<file path="src/scs_consts.svh">
// Timing counts and field positions shared by both ends of the conversion sequencer
`ifndef SCS_CONSTS_SVH
`define SCS_CONSTS_SVH
`define SCS_CLK_HZ 10000000
`define SCS_ACQ_CCLKS 3
`define SCS_CONV_CCLKS 18
`define SCS_CYCLE_CCLKS 21
`define SCS_START_LOW_NS 40
`define SCS_START_LOW_CYC ((`SCS_START_LOW_NS * (`SCS_CLK_HZ / 1000000) + 999) / 1000 < 1 ? 1 : \
    (`SCS_START_LOW_NS * (`SCS_CLK_HZ / 1000000) + 999) / 1000)
`define SCS_RES_BITS 14
`define SCS_CMD_BITS 4
`define SCS_CFG_BITS 12
`define SCS_CFG_AUTO_CH_BIT 11
`define SCS_CFG_TRIG_BIT 9
`define SCS_CFG_SRC_BIT 10
`define SCS_CFG_TAG_BIT 1
`define SCS_CFG_RESET 12'hfff
`define SCS_CMD_SEL_CH0 4'h0
`define SCS_CMD_SEL_CH1 4'h1
`define SCS_CMD_WRITE_CFG 4'he
`define SCS_CMD_DEFAULT 4'hf
`define SCS_APB_CTRL 8'h00
`define SCS_APB_CFG 8'h04
`define SCS_APB_STAT 8'h08
`define SCS_APB_MASK 8'h0c
`define SCS_APB_RESULT 8'h10
`define SCS_APB_CMD 8'h14
`endif

</file>
<file path="src/scs_pkg.sv">
// Types used by the converter end of the conversion sequencer
package scs_pkg;
    typedef enum logic [1:0] {
        SCS_IDLE,
        SCS_ACQ,
        SCS_CONV
    } scs_phase_e;
    typedef logic [13:0] scs_result_t;
endpackage : scs_pkg

</file>
<file path="src/scs_link_if.sv">
// Link between host and converter sequencer: start pin, serial clock and command word
`timescale 1ns/1ns
interface scs_link_if;
    logic conversion_start_n;
    logic frame_select_n;
    logic sclk;
    logic cmd_valid;
    logic [3:0] cmd_code;
    logic [11:0] cmd_data;
    logic [13:0] result;
    logic result_tag;
    logic end_of_conversion_n;
    logic result_valid;
    modport device (
        input conversion_start_n, frame_select_n, sclk, cmd_valid, cmd_code, cmd_data,
        output result, result_tag, end_of_conversion_n, result_valid
    );
    modport host (
        output conversion_start_n, frame_select_n, sclk, cmd_valid, cmd_code, cmd_data,
        input result, result_tag, end_of_conversion_n, result_valid
    );
endinterface : scs_link_if

</file>
<file path="src/scs_device.sv">
// Converter end: conversion clock choice, acquisition and conversion timing, channel sequencing
//
// Implementation choices: the APB register port and the address map.
`timescale 1ns/1ns
`include "scs_consts.svh"
module scs_device #(
    parameter int OSC_DIV = 1
) (
    // Clock and reset
    input wire logic clk_i,
    input wire logic rst_b_i,
    // Link
    scs_link_if.device link,
    // Analog core model
    input wire logic [13:0] sample_ch0_i,
    input wire logic [13:0] sample_ch1_i,
    output logic channel_o,
    output logic holding_o,
    output logic osc_running_o
);
    // Pin synchronisers: change counts when stages two and three agree
    logic [2:0] start_sync;
    logic [2:0] sclk_sync;
    logic start_n;
    logic sclk_lvl;
    logic sclk_lvl_q;
    logic start_n_q;
    always_ff @(posedge clk_i or negedge rst_b_i) begin
        if (!rst_b_i) begin
            start_sync <= 3'h7;
            sclk_sync <= 3'h0;
            start_n <= 1'b1;
            sclk_lvl <= 1'b0;
            sclk_lvl_q <= 1'b0;
            start_n_q <= 1'b1;
        end else begin
            start_sync <= {start_sync[1:0], link.conversion_start_n};
            sclk_sync <= {sclk_sync[1:0], link.sclk};
            if (start_sync[1] == start_sync[2]) start_n <= start_sync[2];
            if (sclk_sync[1] == sclk_sync[2]) sclk_lvl <= sclk_sync[2];
            sclk_lvl_q <= sclk_lvl;
            start_n_q <= start_n;
        end
    end
    // Frame select is deliberately not used for the start path
    wire start_fall = start_n_q & ~start_n;
    wire sclk_rise = ~sclk_lvl_q & sclk_lvl;

    // Configuration and command handling
    logic [11:0] cfg;
    logic manual_ch;
    logic auto_first;
    wire cfg_wr = link.cmd_valid & (link.cmd_code == `SCS_CMD_WRITE_CFG);
    wire cfg_def = link.cmd_valid & (link.cmd_code == `SCS_CMD_DEFAULT);
    wire sel_wr = link.cmd_valid & (link.cmd_code[3:1] == 3'h0);
    wire auto_ch = cfg[`SCS_CFG_AUTO_CH_BIT];
    wire auto_trig = ~cfg[`SCS_CFG_TRIG_BIT];
    wire use_sclk = ~cfg[`SCS_CFG_SRC_BIT];
    always_ff @(posedge clk_i or negedge rst_b_i) begin
        if (!rst_b_i) begin
            cfg <= `SCS_CFG_RESET;
            manual_ch <= 1'b0;
        end else if (cfg_wr) begin
            cfg <= link.cmd_data;
        end else if (cfg_def) begin
            cfg <= `SCS_CFG_RESET;
        end else if (sel_wr) begin
            manual_ch <= link.cmd_code[0];
        end
    end

    // Conversion clock tick: oscillator divider or serial clock halved
    logic [7:0] osc_cnt;
    logic sclk_half;
    wire osc_on = ~use_sclk;
    wire osc_tick = osc_on & (osc_cnt == 8'(OSC_DIV - 1));
    wire sclk_tick = use_sclk & sclk_rise & sclk_half;
    wire conversion_clock_tick = osc_tick | sclk_tick;
    always_ff @(posedge clk_i or negedge rst_b_i) begin
        if (!rst_b_i) begin
            osc_cnt <= 8'h00;
            sclk_half <= 1'b0;
        end else begin
            osc_cnt <= (!osc_on || osc_tick) ? 8'h00 : osc_cnt + 8'h01;
            // A manual start realigns the halved serial clock so a conversion spans 36 serial clocks
            if (use_sclk && ~auto_trig && start_fall) begin
                sclk_half <= 1'b0;
            end else if (use_sclk && sclk_rise) begin
                sclk_half <= ~sclk_half;
            end
        end
    end

    // Sequencer
    scs_pkg::scs_phase_e phase;
    logic [4:0] cnt;
    logic ch;
    logic next_auto_ch;
    wire [4:0] acq_last = 5'(`SCS_ACQ_CCLKS - 1);
    wire [4:0] conv_last = 5'(`SCS_CONV_CCLKS - 1);
    wire manual_go = ~auto_trig & start_fall;
    always_ff @(posedge clk_i or negedge rst_b_i) begin
        if (!rst_b_i) begin
            phase <= scs_pkg::SCS_ACQ;
            cnt <= 5'h00;
            ch <= 1'b0;
            next_auto_ch <= 1'b0;
            auto_first <= 1'b1;
            link.result <= 14'h0000;
            link.result_tag <= 1'b0;
            link.result_valid <= 1'b0;
        end else begin
            link.result_valid <= 1'b0;
            if (cfg_wr && link.cmd_data[`SCS_CFG_AUTO_CH_BIT]) auto_first <= 1'b1;
            unique case (phase)
                scs_pkg::SCS_IDLE, scs_pkg::SCS_ACQ: begin
                    if (phase == scs_pkg::SCS_ACQ && conversion_clock_tick && cnt != acq_last) cnt <= cnt + 5'h01;
                    if (manual_go || (auto_trig && phase == scs_pkg::SCS_ACQ && conversion_clock_tick &&
                        cnt == acq_last)) begin
                        phase <= scs_pkg::SCS_CONV;
                        cnt <= 5'h00;
                        if (auto_ch) begin
                            ch <= auto_first ? 1'b0 : next_auto_ch;
                            next_auto_ch <= auto_first ? 1'b1 : ~next_auto_ch;
                            auto_first <= 1'b0;
                        end else begin
                            ch <= manual_ch;
                        end
                    end
                end
                scs_pkg::SCS_CONV: begin
                    if (conversion_clock_tick) begin
                        if (cnt == conv_last) begin
                            phase <= scs_pkg::SCS_ACQ;
                            cnt <= 5'h00;
                            link.result <= ch ? sample_ch1_i : sample_ch0_i;
                            link.result_tag <= ch & cfg[`SCS_CFG_TAG_BIT];
                            link.result_valid <= 1'b1;
                        end else begin
                            cnt <= cnt + 5'h01;
                        end
                    end
                end
                default: phase <= scs_pkg::SCS_ACQ;
            endcase
        end
    end
    assign link.end_of_conversion_n = (phase != scs_pkg::SCS_CONV);
    assign channel_o = ch;
    assign holding_o = (phase == scs_pkg::SCS_CONV);
    assign osc_running_o = osc_on;
endmodule : scs_device

</file>
<file path="src/flat_wrapper.sv">
// flat-port wrapper written by rule: the top's interface ports become plain ports
module scs_device_flat 
#(
    parameter int OSC_DIV = 1
)
  (clk_i, rst_b_i, sample_ch0_i, sample_ch1_i, channel_o, holding_o, osc_running_o, link_conversion_start_n, link_frame_select_n, link_sclk, link_cmd_valid, link_cmd_code, link_cmd_data, link_result, link_result_tag, link_end_of_conversion_n, link_result_valid);
  scs_link_if link_i ();
  input wire logic clk_i;
  input wire logic rst_b_i;
  input wire logic [13:0] sample_ch0_i;
  input wire logic [13:0] sample_ch1_i;
  output logic channel_o;
  output logic holding_o;
  output logic osc_running_o;
  input wire logic [$bits(link_i.conversion_start_n)-1:0] link_conversion_start_n;
  input wire logic [$bits(link_i.frame_select_n)-1:0] link_frame_select_n;
  input wire logic [$bits(link_i.sclk)-1:0] link_sclk;
  input wire logic [$bits(link_i.cmd_valid)-1:0] link_cmd_valid;
  input wire logic [$bits(link_i.cmd_code)-1:0] link_cmd_code;
  input wire logic [$bits(link_i.cmd_data)-1:0] link_cmd_data;
  output wire logic [$bits(link_i.result)-1:0] link_result;
  output wire logic [$bits(link_i.result_tag)-1:0] link_result_tag;
  output wire logic [$bits(link_i.end_of_conversion_n)-1:0] link_end_of_conversion_n;
  output wire logic [$bits(link_i.result_valid)-1:0] link_result_valid;
  assign link_i.conversion_start_n = link_conversion_start_n;
  assign link_i.frame_select_n = link_frame_select_n;
  assign link_i.sclk = link_sclk;
  assign link_i.cmd_valid = link_cmd_valid;
  assign link_i.cmd_code = link_cmd_code;
  assign link_i.cmd_data = link_cmd_data;
  assign link_result = link_i.result;
  assign link_result_tag = link_i.result_tag;
  assign link_end_of_conversion_n = link_i.end_of_conversion_n;
  assign link_result_valid = link_i.result_valid;
  scs_device #(.OSC_DIV(OSC_DIV)) u_core (.clk_i(clk_i), .rst_b_i(rst_b_i), .link(link_i), .sample_ch0_i(sample_ch0_i), .sample_ch1_i(sample_ch1_i), .channel_o(channel_o), .holding_o(holding_o), .osc_running_o(osc_running_o));
endmodule
</file>
<file path="config.mk">
export PLATFORM = sky130hd
export DESIGN_NAME = scs_device_flat
export DESIGN_NICKNAME = d
export VERILOG_FILES = /design/src/scs_pkg.sv /design/src/scs_link_if.sv /design/src/scs_device.sv /design/src/flat_wrapper.sv
export VERILOG_INCLUDE_DIRS = /design/src /design/src/src
export SDC_FILE = /design/constraint.sdc
export NUM_CORES = 1
export LEC_CHECK = 0
export ABC_AREA = 0
export BUFFER_PORTS_ARGS = -buffer_cell sky130_fd_sc_hd__buf_2
export CORE_ASPECT_RATIO = 1.1
export CORE_MARGIN = 2
export CORE_UTILIZATION = 55
export CTS_CLUSTER_SIZE = 28
export DETAILED_ROUTE_END_ITERATION = 16
export PLACE_DENSITY = 0.84
export SLEW_MARGIN = 40
export SYNTH_ARGS = -nofsm -noshare
export SYNTH_HDL_FRONTEND = slang
export SYNTH_SLANG_ARGS = --single-unit
</file>
<file path="constraint.sdc">
create_clock -name clk_i -period 3.4 [get_ports clk_i]
set_clock_uncertainty 0.05 [all_clocks]
set_input_delay 0.17 -clock clk_i [delete_from_list [all_inputs] [get_ports clk_i]]
set_output_delay 0.17 -clock clk_i [all_outputs]
set_load 0.01 [all_outputs]
</file>
# Yosys cells after proc, flatten, opt, wreduce, memory -nomap -nowiden
# Cells that the tools add are included.
[totals]
regBits = 58
latch_bits = 0
ramBits = 0
rom_bits = 0
inputBits = 50
output_inout_bits = 20
elab_cells = 103
memories = 0
[op_classes]
add_sub_neg = 2
n_mul = 0
n_div = 0
order_cmp = 0
eq_ne = 14
shifts = 0
muxes = 25
bitwise = 19
reduce_logical = 25
[ops]
columns = ["op", "n"]
rows = [
  ["$mux 12", 2],
  ["$mux 5", 4],
  ["$reduce_and 3->1", 5],
  ["$mux 14", 1],
  ["$mux 1", 12],
  ["$and 1x1->1", 10],
  ["$pmux 5 s2", 1],
  ["$logic_and 1x1->1", 9],
  ["$add 8x1->8 const B", 1],
  ["$eq 4x4->1 const B", 2],
  ["$logic_not 8->1", 1],
  ["$mux 8", 1],
  ["$not 1->1", 8],
  ["$mux 2", 3],
  ["$ne 2x1->1 const B", 3],
  ["$reduce_bool 2->1", 3],
  ["$add 5x1->5 const B", 1],
  ["$eq 5x2->1 const B", 1],
  ["$eq 5x5->1 const B", 1],
  ["$ne 5x2->1 const B", 1],
  ["$pmux 2 s2", 1],
  ["$logic_not 3->1", 1],
  ["$ne 3x1->1 const B", 1],
  ["$eq 1x1->1", 2],
  ["other kinds (9)", 10],
]

# Longest topological paths before layout
# Gate-level depths: netlist (run 1).
[logic_depth]
ltp_word = 10
depth_mapped = 8
ltp_nobuf = 7

# Worst setup path after synthesis (run 1)
# Ideal clock, no wire load.
[synth_timing]
path_kind = "register to register"
startpoint = "register u_core.osc_cnt[0]"
endpoint = "register u_core.cnt[3]"
setup_time_ps = 130
arrival_ps = 1634
required_ps = 3220
path_slack_ps = 1586
stages_incl_launch_ff = 8
path_buffers = 0
synth_period_minus_slack_ps = 1814
path_cell_list = "dfrtp_1 -> inv_1 -> ha_1 -> nor4bb_4 -> a22o_2 -> a41oi_1 -> a32oi_1 -> o31ai_2"
[synth_between]
elab_chain_len = 8
word_cells_on_any_way = 13
classes_between = "eq/ne: 2; mux: 2; bitwise: 2; reduce/logical: 7"
[synth_rtl]
columns = ["item", "line", "rtl"]
rows = [
  ["start: declaration", "scs_device.sv:73", "logic [7:0] osc_cnt;"],
  ["start signal: assignment", "scs_device.sv:84", "osc_cnt <= (!osc_on || osc_tick) ? 8'h00 : osc_cnt + 8'h01;"],
  ["$logic_not 8->1 (*)", "scs_device.sv:76", "wire osc_tick = osc_on & (osc_cnt == 8'(OSC_DIV - 1));"],
  ["$and 1x1->1 (*)", "scs_device.sv:76", ""],
  ["$or 1x1->1 (*)", "scs_device.sv:78", "wire conversion_clock_tick = osc_tick | sclk_tick;"],
  ["$logic_and 1x1->1 (2 in a row)", "scs_device.sv:118", "if (manual_go || (auto_trig && phase == scs_pkg::SCS_ACQ && conversion_clock_tick &&"],
  ["$logic_or 1x1->1", "scs_device.sv:118", ""],
  ["$ne 3x1->1 (no source line) or $mux 5 (tied branches)", "-", ""],
  ["$reduce_and 3->1 (no source line) or $pmux 5 s2 (tied branches)", "-", ""],
  ["end signal: assignment", "scs_device.sv:117", "if (phase == scs_pkg::SCS_ACQ && conversion_clock_tick && cnt != acq_last) cnt <= cnt + 5'h01;"],
  ["end signal: assignment", "scs_device.sv:140", "cnt <= cnt + 5'h01;"],
  ["end: declaration", "scs_device.sv:96", "logic [4:0] cnt;"],
]
# Every way passes the cells marked *; elsewhere a longest branch is shown, timed or not.
# A chain may end at the register's enable or synchronous reset.

# Worst setup path in the final report (run 1)
[layout_timing]
startpoint = "register u_core.osc_cnt[0]"
endpoint = "register u_core.link.result_tag"
[layout_between]
elab_chain_len = 4
[layout_rtl]
columns = ["item", "line", "rtl"]
rows = [
  ["$logic_not 8->1", "scs_device.sv:76", ""],
  ["$and 1x1->1", "scs_device.sv:76", ""],
  ["$or 1x1->1", "scs_device.sv:78", ""],
  ["$reduce_and 3->1 (no source line)", "-", ""],
  ["end signal: assignment", "scs_device.sv:137", "link.result_tag <= ch & cfg[`SCS_CFG_TAG_BIT];"],
  ["end: declaration", "scs_link_if.sv:16", "output result, result_tag, end_of_conversion_n, result_valid"],
]
# No other way between the ends.

==> summary.md, run 1 <==
| Metric | Value |
|---|---|
| Peak supply drop | a little over 0.0005 V |
| Worst-margin pin slew | 0.800 ns |
| Logic gate share of total power | 0.265 |
| Leakage | around 1.2 nW |
| Global-route wire length before repair | between 7 and 8 mm |
| Synth area leader | dfrtp_1 |
| Pins Over Slew Limit | 0 |
| Share of post-route cells with drive strength above 1 | 0.431 |
| Port Buffers | 60 |
| R2r setup slk | 1.24 ns |
| H-tree Lvls | 2 |
| Routed Antenna Nets | 0 |
| Synth top area cells | dfrtp_1, dfstp_2, mux2i_1, a21oi_2, nor2_1 |
| Post-CTS Hold Fix Bufs | 3 |
| Synth top area share | 0.400 |
| Clock-pin transition on the worst setup and hold timing paths | around 0.09 ns |
| Net switching power | approximately 0.55 mW |
| Initial antenna violation count | 0 |
| Min Tclk post-route | approximately 2.2 ns |
| Final core utilization | 0.681 |
| DIE WIDTH | about 67 um |
| Via/cell ratio | around 5.4 |
| Total grt overflow | 0 |
| Residual DRC | 0 |
| Post-Place Cells | approximately 320 |
| Die ar. | between 0.004 and 0.005 mm2 |
| Post-Syn Nets | about 260 |
| Cell Area, Synth | ~0.0024 mm2 |
| Power share of the clock group | 0.239 |
| Largest net degree at the start of global routing | approximately 50 |
| Ys async rst share | 1.00 |
| Final worst slack | 1.24 ns |
| Area grow syn2layout | 19.7% |
| Sw Ratio | 0.320 |
| Avg Synthesized Cell Area | approximately 12 um2 |
| Post-DP HPWL | 3.26 mm |
| Setup CP Type | register to register |
| Critical Path AT | between 2 and 2.5 ns |
| Overall routed net length | roughly 4.5 mm |
| Pre-CTS WS | roughly 1.2 ns |
| Max Fclk | 0.462 GHz |
| Internal power | roughly 1.2 mW |
| # setup viols final | 0 |
| Clk_lat worst skew | ~0.29 ns |
| CTS resizes | 0 |
| Post-synth EDFFs | 0 |
| Met1 usage | 0.231 |
| Outcome | completed |
| Met3 Use GR | 0.0536 |
| Element type at the critical path start | register |
| Final worst path period share | 0.637 |
| CTS Buffer Depth | 2 |
| Fin cells | 330 |
| Power per standard cell area | between 500 and 600 mW/mm2 |
| Vias | 1,792 |
| CTS tree | done |
| Max-capacitance violation count | 0 |
| Ports | 70 |
| Initial Utilization | 0.569 |
| Fin. Hold Viols | 0 |
| Drt wl/cell | approximately 14 um |
| Max-slew headroom | 0.466 |
| Worst-path fanout max | 31 |
| Final #Nets | 330 |
| Crit path max-delay family | simple AND/OR/NAND/NOR gates |
| Synth Instances | roughly 210 |
| Netlist cell types | 51 |
| Row count | 25 |
| Worst Hold Class | primary input to register |
| RSZ-0062 raised after global routing | false |
| CP Capture Type | register |
| Cell area after layout | around 0.0029 mm2 |
| Dpl cell area | 0.00278 mm2 |
| Root Driver | clkbuf_8 |
| Synth Warn # | 0 |
| Final RePlAce weighted congestion | roughly 0.73 |
| Setup TNS | 0 ns |
| Core ar. | 0.00429 mm2 |
| Post-synthesis sequential area ratio | 0.519 |
| CTS Buf Count | 5 |
| Slowest cell on crit path | dfrtp_1 |
| Vias in the first global route | 1,726 |
| Synth Flop Type | dfrtp_1 |
| Filler cells | between 300 and 400 |
| Drt pass-1 iters | 4 |
| GRT Total Usage | 0.196 |
| DRT iter0 DRCs | 97 |
| Post-CTS setup buffers | 0 |
| Critical Path RT | 3.57 ns |
| Seq pwr share | 0.496 |
| CP peak stage delay | roughly 0.45 ns |
| Die H | around 74 um |
| M2 GR Usage | 0.337 |
| Total clock sinks | 50 |
| Crit path buf inv count | 2 |
| FF+latch count, synth | 50 |
| Busiest grt layer | met2 |
| N_diodes | 0 |
| Crit path cell chain | inv_1 > ha_1 > nor4bb_4 > a22oi_2 > nor3_4 > buf_4 > nand3_1 > o21ai_0 |
## sequential cells by signal, summed over array words and instances, names as in the netlist, 2 cells and up
register / flops
u_core.link.result: 14
u_core.osc_cnt: 8
u_core.cnt: 5
u_core.cfg: 4
u_core.sclk_sync: 3
u_core.start_sync: 3
u_core.phase: 2
## kinds of logic after synthesis
logic type | share of synthesized area
simple gates | 0.183
flops | 0.519
compound gates | 0.143
xor+xnor | 0.0215
buf+inv | 0.0313
mux | 0.0682
fa+ha+maj | 0.0339
## layout by cell type, fill, tap and decap left out, types with 2 or more instances in the layout
master / instances
dfstp_2: 11
o21ai_0: 8
dlygate4sd3_1: 3
inv_1: 10
and2_1: 3
buf_4: 2
ha_1: 5
xor2_1: 4
o21ai_1: 2
nand3b_1: 3
a22o_1: 2
and3_1: 2
a21oi_2: 15
xnor2_1: 2
a32oi_1: 3
buf_2: 59
clkbuf_8: 5
nor2_1: 18
dfrtp_1: 39
nor4b_1: 2
nand2_1: 8
o31ai_2: 2
nor2_2: 10
mux2i_1: 14
nand3_1: 11
nand2b_1: 3
maj3_1: 2
o21ai_2: 2
## worst min-delay path, stage by stage
cell and delay [ns]:
buf_2 0.10, nor2_1 0.07, o21ai_0 0.07
## final cells by class
| type | instances | area, um2 | share of cell area |
|---|---|---|---|
| clock inverter | 2 | 37.5 | 0.0129 |
| tap | 54 | 67.6 | 0.0232 |
| multi-input combinational | 144 | 1100 | 0.376 |
| clock buffer | 6 | 72.6 | 0.0249 |
| inverter | 10 | 37.5 | 0.0129 |
| sequential | 50 | 1260 | 0.434 |
| timing repair buffer | 64 | 340 | 0.117 |
## per-stage QoR
stage	hold slack, ns	total power, mW
6_report	0.0663	1.70
5_1_grt	0.0653	1.81
4_1_cts	0.0552	1.72
3_5_place_dp	0.175	1.31
3_3_place_gp	0.225	1.28
2_1_floorplan	-0.176	1.16
## synth_stat cells (2+ instances only)
| master | instances |
|---|---|
| a21oi_2 | 15 |
| a22o_1 | 2 |
| a32oi_1 | 3 |
| and2_1 | 3 |
| and3_1 | 2 |
| buf_6 | 2 |
| dfrtp_1 | 39 |
| dfstp_2 | 11 |
| ha_1 | 5 |
| inv_1 | 10 |
| maj3_1 | 2 |
| mux2i_1 | 14 |
| nand2_1 | 8 |
| nand2b_1 | 3 |
| nand3_1 | 11 |
| nand3b_1 | 3 |
| nor2_1 | 18 |
| nor2_2 | 10 |
| nor4b_1 | 2 |
| o21ai_0 | 8 |
| o21ai_1 | 2 |
| o21ai_2 | 2 |
| o31ai_2 | 2 |
| xnor2_1 | 2 |
| xor2_1 | 4 |
## path summary, 6_finish.rpt
| kind | start | to | depth (start not counted) |
|---|---|---|---|
| max | u_core.osc_cnt[0] | u_core.link.result_tag | 8 |
| min | link_cmd_data[11] | u_core.cfg[11] | 3 |
| max reg2reg | u_core.osc_cnt[0] | u_core.link.result_tag | 8 |
| min reg2reg | u_core.sclk_sync[0] | u_core.sclk_sync[1] | 0 |
| max in group asynchronous | rst_b_i | u_core.cnt[0] | 2 |
| min in group asynchronous | rst_b_i | u_core.osc_cnt[4] | 2 |
## power groups by stage
stage          Clock, mW  Combinational [mW]  Sequential (mW)
6_report           0.406               0.452            0.844
5_1_grt            0.442               0.504            0.866
4_1_cts            0.420               0.457            0.845
3_5_place_dp           0               0.454            0.851
3_3_place_gp           0               0.435            0.848
2_1_floorplan          0               0.352            0.807
## per-layer routing
layer  wire, um  share of wire
met5          0              0
met2       2430           0.54
met3        192          0.043
met1       1780           0.40
met4         65          0.015
Power figures use the tool's default switching activity.
==> inputs of run 2 (changes only) <==
--- a/config.mk
+++ b/config.mk
@@ -10,10 +10,10 @@
 export BUFFER_PORTS_ARGS = -buffer_cell sky130_fd_sc_hd__buf_2
 export CORE_ASPECT_RATIO = 1.1
 export CORE_MARGIN = 2
-export CORE_UTILIZATION = 55
+export CORE_UTILIZATION = 52
 export CTS_CLUSTER_SIZE = 28
 export DETAILED_ROUTE_END_ITERATION = 16
-export PLACE_DENSITY = 0.84
+export PLACE_DENSITY = 0.8
 export SLEW_MARGIN = 40
 export SYNTH_ARGS = -nofsm -noshare
 export SYNTH_HDL_FRONTEND = slang
==> constraint.sdc (replaced) <==
create_clock -name clk_i -period 2.15 [get_ports clk_i]
set_clock_uncertainty 0.05 [all_clocks]
set_input_delay 0.1075 -clock clk_i [delete_from_list [all_inputs] [get_ports clk_i]]
set_output_delay 0.1075 -clock clk_i [all_outputs]
set_load 0.01 [all_outputs]
==> run 2 against run 1 <==
Effect of this change: cell count is 3.0% higher; combinational power is 85% higher; critical endpoint is now u_core.cnt[4]; first-iteration DRC count is 18% lower; critical path type unchanged; highest routed layer unchanged; core utilization fell by 3.1 points.
==> summary.md, run 2 (synthesized netlist as in run 1, its figures left out) <==
| Metric | Value |
|---|---|
| Slowest cell on crit path | dfrtp_1 |
| Vias in the first global route | 1,585 (-8.2%) |
| Peak supply drop | 0.000625 V (+20%) |
| Via/cell ratio | 5.27 (-2.9%) |
| Initial antenna violation count | 0 (unchanged) |
| Stages on worst setup path | 7 (-1) |
| Element type at the critical path start | register |
| Largest net degree at the start of global routing | 32 (-37%) |
| Crit path cell chain | inv_1 > ha_1 > nor4bb_4 > a22o_2 > a41oi_1 > a32oi_1 > o31ai_2 |
| N_diodes | 0 (unchanged) |
| Post-Place Cells | 327 (+2.5%) |
| Power per standard cell area | 882 mW/mm2 (+51%) |
| Setup CP Type | register to register |
| CP peak stage delay | 0.43 ns (-0.02 ns) |
| Setup TNS | 0 ns (unchanged) |
| Worst-margin pin slew | 0.527 ns (-0.274 ns) |
| Crit path max-delay family | compound AO/OA/AOI/OAI gates |
| Crit path buf inv count | 1 (-1) |
| Fin. Hold Viols | 0 (unchanged) |
| Max-capacitance violation count | 0 (unchanged) |
| Drt wl/cell | 13.1 um (-3.6%) |
| Worst Hold Class | primary input to register |
| Final #Nets | 338 (+2.4%) |
| Total clock sinks | 50 (unchanged) |
| Area grow syn2layout | 22.2% |
| DRT iter0 DRCs | 80 (-18%) |
| Top reg by flops | u_core.link.result |
| CTS Buffer Depth | 2 (unchanged) |
| Critical Path AT | 2.17 ns (-0.17 ns) |
| Clock-pin transition on the worst setup and hold timing paths | 0.09 ns (about the same) |
| Fin cells | 340 (+3.0%) |
| Max-slew headroom | 0.649 (+0.183) |
| GRT Total Usage | 0.169 (-0.0263) |
| Post-DP HPWL | 3.28 mm (+0.75%) |
| Clk_lat worst skew | 0.30 ns (about the same) |
| Min Tclk post-route | 2.04 ns (-0.128 ns) |
| Critical Path RT | 2.28 ns (-1.29 ns) |
| Worst hold stages | 3 (unchanged) |
| CTS tree | done |
| Share of post-route cells with drive strength above 1 | 0.437 (+0.00546) |
| Worst-path fanout max | 5 (-84%) |
| Most common cell after layout, fill and taps aside | buf_2 |
| Vias | 1,792 (unchanged) |
| Port Buffers | 60 (unchanged) |
| Leakage | 1.28 nW (+2.9%) |
| # setup viols final | 0 (unchanged) |
| H-tree Lvls | 2 (unchanged) |
| Max reg flops | 14 (unchanged) |
| CTS Buf Count | 5 (unchanged) |
| Most frequent cells in the layout | buf_2, dfrtp_1, nor2_1, a21oi_2, mux2i_1 |
| Residual DRC | 0 (unchanged) |
| Total grt overflow | 0 (unchanged) |
| Core ar. | 0.00459 mm2 (+7.0%) |
| Ports | 70 (unchanged) |
| Die ar. | 0.00525 mm2 (+5.4%) |
| R2R depth | 7 (-1) |
| Die H | 75.8 um (+2.7%) |
| Max Fclk | 0.491 GHz (+6.3%) |
| CP Capture Type | register |
| Final worst path period share | 0.947 (+0.310) |
| RSZ-0062 raised after global routing | false |
| Root Driver | clkbuf_8 |
| Overall routed net length | 4.44 mm (-0.72%) |
| Routed Antenna Nets | 0 (unchanged) |
| Pins Over Slew Limit | 0 (unchanged) |
| Global-route wire length before repair | 6.93 mm (-5.8%) |
| Row count | 26 (+4.0%) |
| Initial Utilization | 0.532 (-0.0374) |
| Drt pass-1 iters | 4 (unchanged) |
| Largest registers | u_core.link.result x14, u_core.osc_cnt x8, u_core.cnt x5 |
| Outcome | completed |
| DIE WIDTH | 69.3 um (+2.7%) |
| Final RePlAce weighted congestion | 0.787 (+7.5%) |
| Power, Total | 2.63 mW (+54%) |
[run 2: worst paths after layout]
kind | slack (ns) | to | from
setup reg to reg | 0.11 | u_core.cnt[4] | u_core.osc_cnt[1]
hold / removal | 0.03 | u_core.cfg[11] | link_cmd_data[11]
hold reg to reg | 0.31 | u_core.sclk_sync[1] | u_core.sclk_sync[0]
min in group asynchronous | 0.26 | u_core.cnt[0] | rst_b_i
setup / recovery | 0.11 | u_core.cnt[4] | u_core.osc_cnt[1]
max in group asynchronous | 1.27 | u_core.sclk_half | rst_b_i
[run 2: area by class of cell]
type / count / area, um2
repair buffers: 72 / 428
flip-flops and latches: 50 / 1260
clock buffers: 7 / 76.3
multi-input cells: 144 / 1100
well taps: 56 / 70.1
fillers: 368 / 1610
inverters: 10 / 37.5
clock inverters: 1 / 6.26
[run 2: routing by layer]
layer / routed length [um] / GRT usage / up-vias
met3: 139 / 0.0397 / 6
met4: 68 / 0.0654 / 0
li1: - / - / 888
met5: 0 / 0 / -
met2: 2350 / 0.298 / 30
met1: 1880 / 0.207 / 868
[run 2: where the power goes]
part | switching [mW] | total [mW] | internal [mW]
sequential | 0.147 | 1.27 | 1.12
clock | 0.297 | 0.529 | 0.232
combinational | 0.430 | 0.834 | 0.405
[run 2: repair_timing]
action | in CTS | in global routing
buffers inserted | 0 | 0
gates resized for setup | 0 | 0
hold buffers | 5 | 0
endpoints found under the hold margin | 15 | 0
[run 2: worst reg2reg max path: stages, from the launching register on]
cell	delay (ns)
dfrtp_1	0.43
inv_1	0.07
ha_1	0.16
nor4bb_4	0.32
a22o_2	0.24
a41oi_1	0.22
a32oi_1	0.33
o31ai_2	0.11
[run 2: metrics by stage]
stage               hold WS, ns  utilization  setup slack (ns)  area, um2
finish                   0.0312        0.650             0.114       2980
global route             0.0423        0.650            0.0124       2980
CTS                      0.0230        0.650             0.126       2980
detailed placement       0.0665        0.621             0.137       2850
global placement         0.0740        0.621             0.211       2850
floorplan                -0.238            -             0.336       2440
==> inputs of run 3 (changes only) <==
--- a/config.mk
+++ b/config.mk
@@ -8,7 +8,7 @@
 export LEC_CHECK = 0
 export ABC_AREA = 0
 export BUFFER_PORTS_ARGS = -buffer_cell sky130_fd_sc_hd__buf_2
-export CORE_ASPECT_RATIO = 1.1
+export CORE_ASPECT_RATIO = 1.4
 export CORE_MARGIN = 2
 export CORE_UTILIZATION = 52
 export CTS_CLUSTER_SIZE = 28
==> run 3 against run 2 <==
Effect of this change: sequential share of layout area decreased by 0.55 points; design area rose by 1.3%; cell count up 2.1%; wire length up 1.4%; global-route usage increased by 1.4 points; combinational power decreased by 4.8%; first-iteration DRC count fell by 44%; maximum frequency is 2.6% higher; die area is 0.13% higher; clock power decreased by 0.8%; via count increased by 1.4%; critical endpoint is now u_core.cnt[3]; highest routed layer unchanged.
==> summary.md, run 3 (synthesized netlist as in run 1, its figures left out) <==
| Metric | Value |
|---|---|
| Outcome | completed |
| H-tree Lvls | 2 (unchanged) |
| Most common cell after layout, fill and taps aside | buf_2 |
| Max-capacitance violation count | 0 (unchanged) |
| Leakage | 1.29 nW (+0.64%) |
| Register area | 0.00126 mm2 (unchanged) |
| Dpl cell area | 0.00286 mm2 (+0.26%) |
| CP peak stage delay | 0.43 ns (about the same) |
| R2R depth | 7 (unchanged) |
| Worst hold stages | 3 (unchanged) |
| Vias in the first global route | 1,733 (+9.3%) |
| Vias | 1,817 (+1.4%) |
| N_diodes | 0 (unchanged) |
| RSZ-0062 raised after global routing | false |
| CTS Buffer Depth | 2 (unchanged) |
| Via/cell ratio | 5.24 (-0.65%) |
| Cell area after layout | 0.00302 mm2 (+1.3%) |
| Pins Over Slew Limit | 0 (unchanged) |
| Worst-margin pin slew | 0.586 ns (+0.0594 ns) |
| Final RePlAce weighted congestion | 0.851 (+8.1%) |
| Max-slew headroom | 0.609 (-0.0396) |
| Final worst path period share | 0.923 (-0.0243) |
| Post-DP HPWL | 3.41 mm (+4.1%) |
| DIE WIDTH | 61.9 um (-11%) |
| Clk_lat worst skew | 0.30 ns (about the same) |
| CP startpoint | u_core.osc_cnt[1] |
| Initial antenna violation count | 0 (unchanged) |
| Power per standard cell area | 867 mW/mm2 (-1.8%) |
| Final core utilization | 0.666 (+0.0159) |
| # setup viols final | 0 (unchanged) |
| Setup TNS | 0 ns (unchanged) |
| Element type at the critical path start | register |
| Setup CP Type | register to register |
| Area grow syn2layout | 23.8% |
| Port Buffers | 60 (unchanged) |
| Die H | 85.0 um (+12%) |
| Top reg by flops | u_core.link.result |
| Filler cells | 354 (-3.8%) |
| Row count | 29 (+12%) |
| Fin. Hold Viols | 0 (unchanged) |
| Worst Hold Class | primary input to register |
| Clock-pin transition on the worst setup and hold timing paths | 0.09 ns (about the same) |
| Largest net degree at the start of global routing | 27 (-16%) |
| WHS Endpoint | u_core.cfg[11] |
| CP Capture Type | register |
| Crit path cell chain | inv_1 > ha_1 > nor4bb_4 > a22o_2 > a41oi_2 > a32oi_1 > o31ai_2 |
| CTS Buf Count | 5 (unchanged) |
| Share of post-route cells with drive strength above 1 | 0.446 (+0.00899) |
| Final #Nets | 339 (+0.30%) |
| Worst-path fanout max | 5 (unchanged) |
| Slowest cell on crit path | dfrtp_1 |
| Max reg flops | 14 (unchanged) |
| Total grt overflow | 0 (unchanged) |
| Min Tclk post-route | 1.98 ns (-0.0522 ns) |
| R2r setup slk | 0.17 ns (+0.05 ns) |
| Initial Utilization | 0.538 (+0.00601) |
| Peak supply drop | 0.000727 V (+16%) |
| Critical Path AT | 2.11 ns (-0.06 ns) |
| Ports | 70 (unchanged) |
| CTS tree | done |
| Residual DRC | 0 (unchanged) |
| Die ar. | 0.00526 mm2 (+0.13%) |
| Hold_sp | link_cmd_data[11] |
| Overall routed net length | 4.50 mm (+1.4%) |
| Critical Path RT | 2.28 ns (about the same) |
| Multi-input gate area | 0.00111 mm2 (+1.3%) |
| Max Fclk | 0.504 GHz (+2.6%) |
| DRT iter0 DRCs | 45 (-44%) |
| Reg2reg start | u_core.osc_cnt[1] |
| Power, Total | 2.62 mW (-0.50%) |
| Routed Antenna Nets | 0 (unchanged) |
| Drt wl/cell | 13.0 um (-0.65%) |
| Largest registers | u_core.link.result x14, u_core.osc_cnt x8, u_core.cnt x5 |
| Global-route wire length before repair | 7.38 mm (+6.5%) |
| Minimum hold slack | 0.0229 ns (-0.00830 ns) |
| Total clock sinks | 50 (unchanged) |
| Drt pass-1 iters | 4 (unchanged) |
| Post-CTS setup buffers | 0 (unchanged) |
| Most frequent cells in the layout | buf_2, dfrtp_1, nor2_1, a21oi_2, mux2i_1 |
| Root Driver | clkbuf_8 |
| Core ar. | 0.00454 mm2 (-1.1%) |
| Reg2reg end | u_core.cnt[3] |
| GRT Total Usage | 0.184 (+0.0145) |
==> run 3: worst max-delay path: cells and delay by family (launching register included) <==
family,cells,cell delay (ns)
AOI/OAI and AO/OA,4,0.80
adders and majority gates,1,0.17
buffers and inverters,1,0.07
DFF,1,0.43
and+or+nand+nor,1,0.33
==> run 3: routing by layer <==
metal,vias up,GRT usage,wire length (um)
met3,6,0.0366,185
met5,-,0,0
met4,0,0.0716,72
li1,888,-,-
met1,879,0.216,1870
met2,44,0.317,2380
==> run 3: worst max-delay path by stage <==
stage | end | slack, ns | cells after the start
3_5_place_dp | u_core.cnt[4] | 0.14 | 7
3_3_place_gp | u_core.cnt[3] | 0.21 | 7
5_1_grt | u_core.link.result_tag | 0.003 | 8
6_report | u_core.cnt[3] | 0.17 | 7
4_1_cts | u_core.cnt[3] | 0.11 | 7
2_1_floorplan | u_core.cnt[3] | 0.34 | 7
==> run 3: power by group <==
part	internal, mW	total, mW	switching (mW)
Sequential	1.12	1.30	0.178
Clock	0.230	0.525	0.295
Combinational	0.396	0.794	0.398
==> run 3: layout make-up <==
cell class | instances | area share
Sequential cell | 50 | 0.419
Multi-Input combinational cell | 144 | 0.368
Timing Repair Buffer | 73 | 0.146
Tap cell | 62 | 0.0257
Clock buffer | 6 | 0.0240
Inverter | 10 | 0.0124
Clock inverter | 2 | 0.00456
==> run 3: metrics by stage <==
step / setup slack [ns] / instances
3_5_place_dp: 0.137 / 333
4_1_cts: 0.113 / 347
6_report: 0.166 / 347
2_1_floorplan: 0.336 / 209
3_3_place_gp: 0.215 / 333
5_1_grt: 0.00340 / 347
==> run 3: repair_timing <==
item | CTS | global route
hold endpoints to repair | 30 | 0
resized for setup | 0 | 3
setup endpoints to repair | 0 | 3
hold buffers | 6 | 0
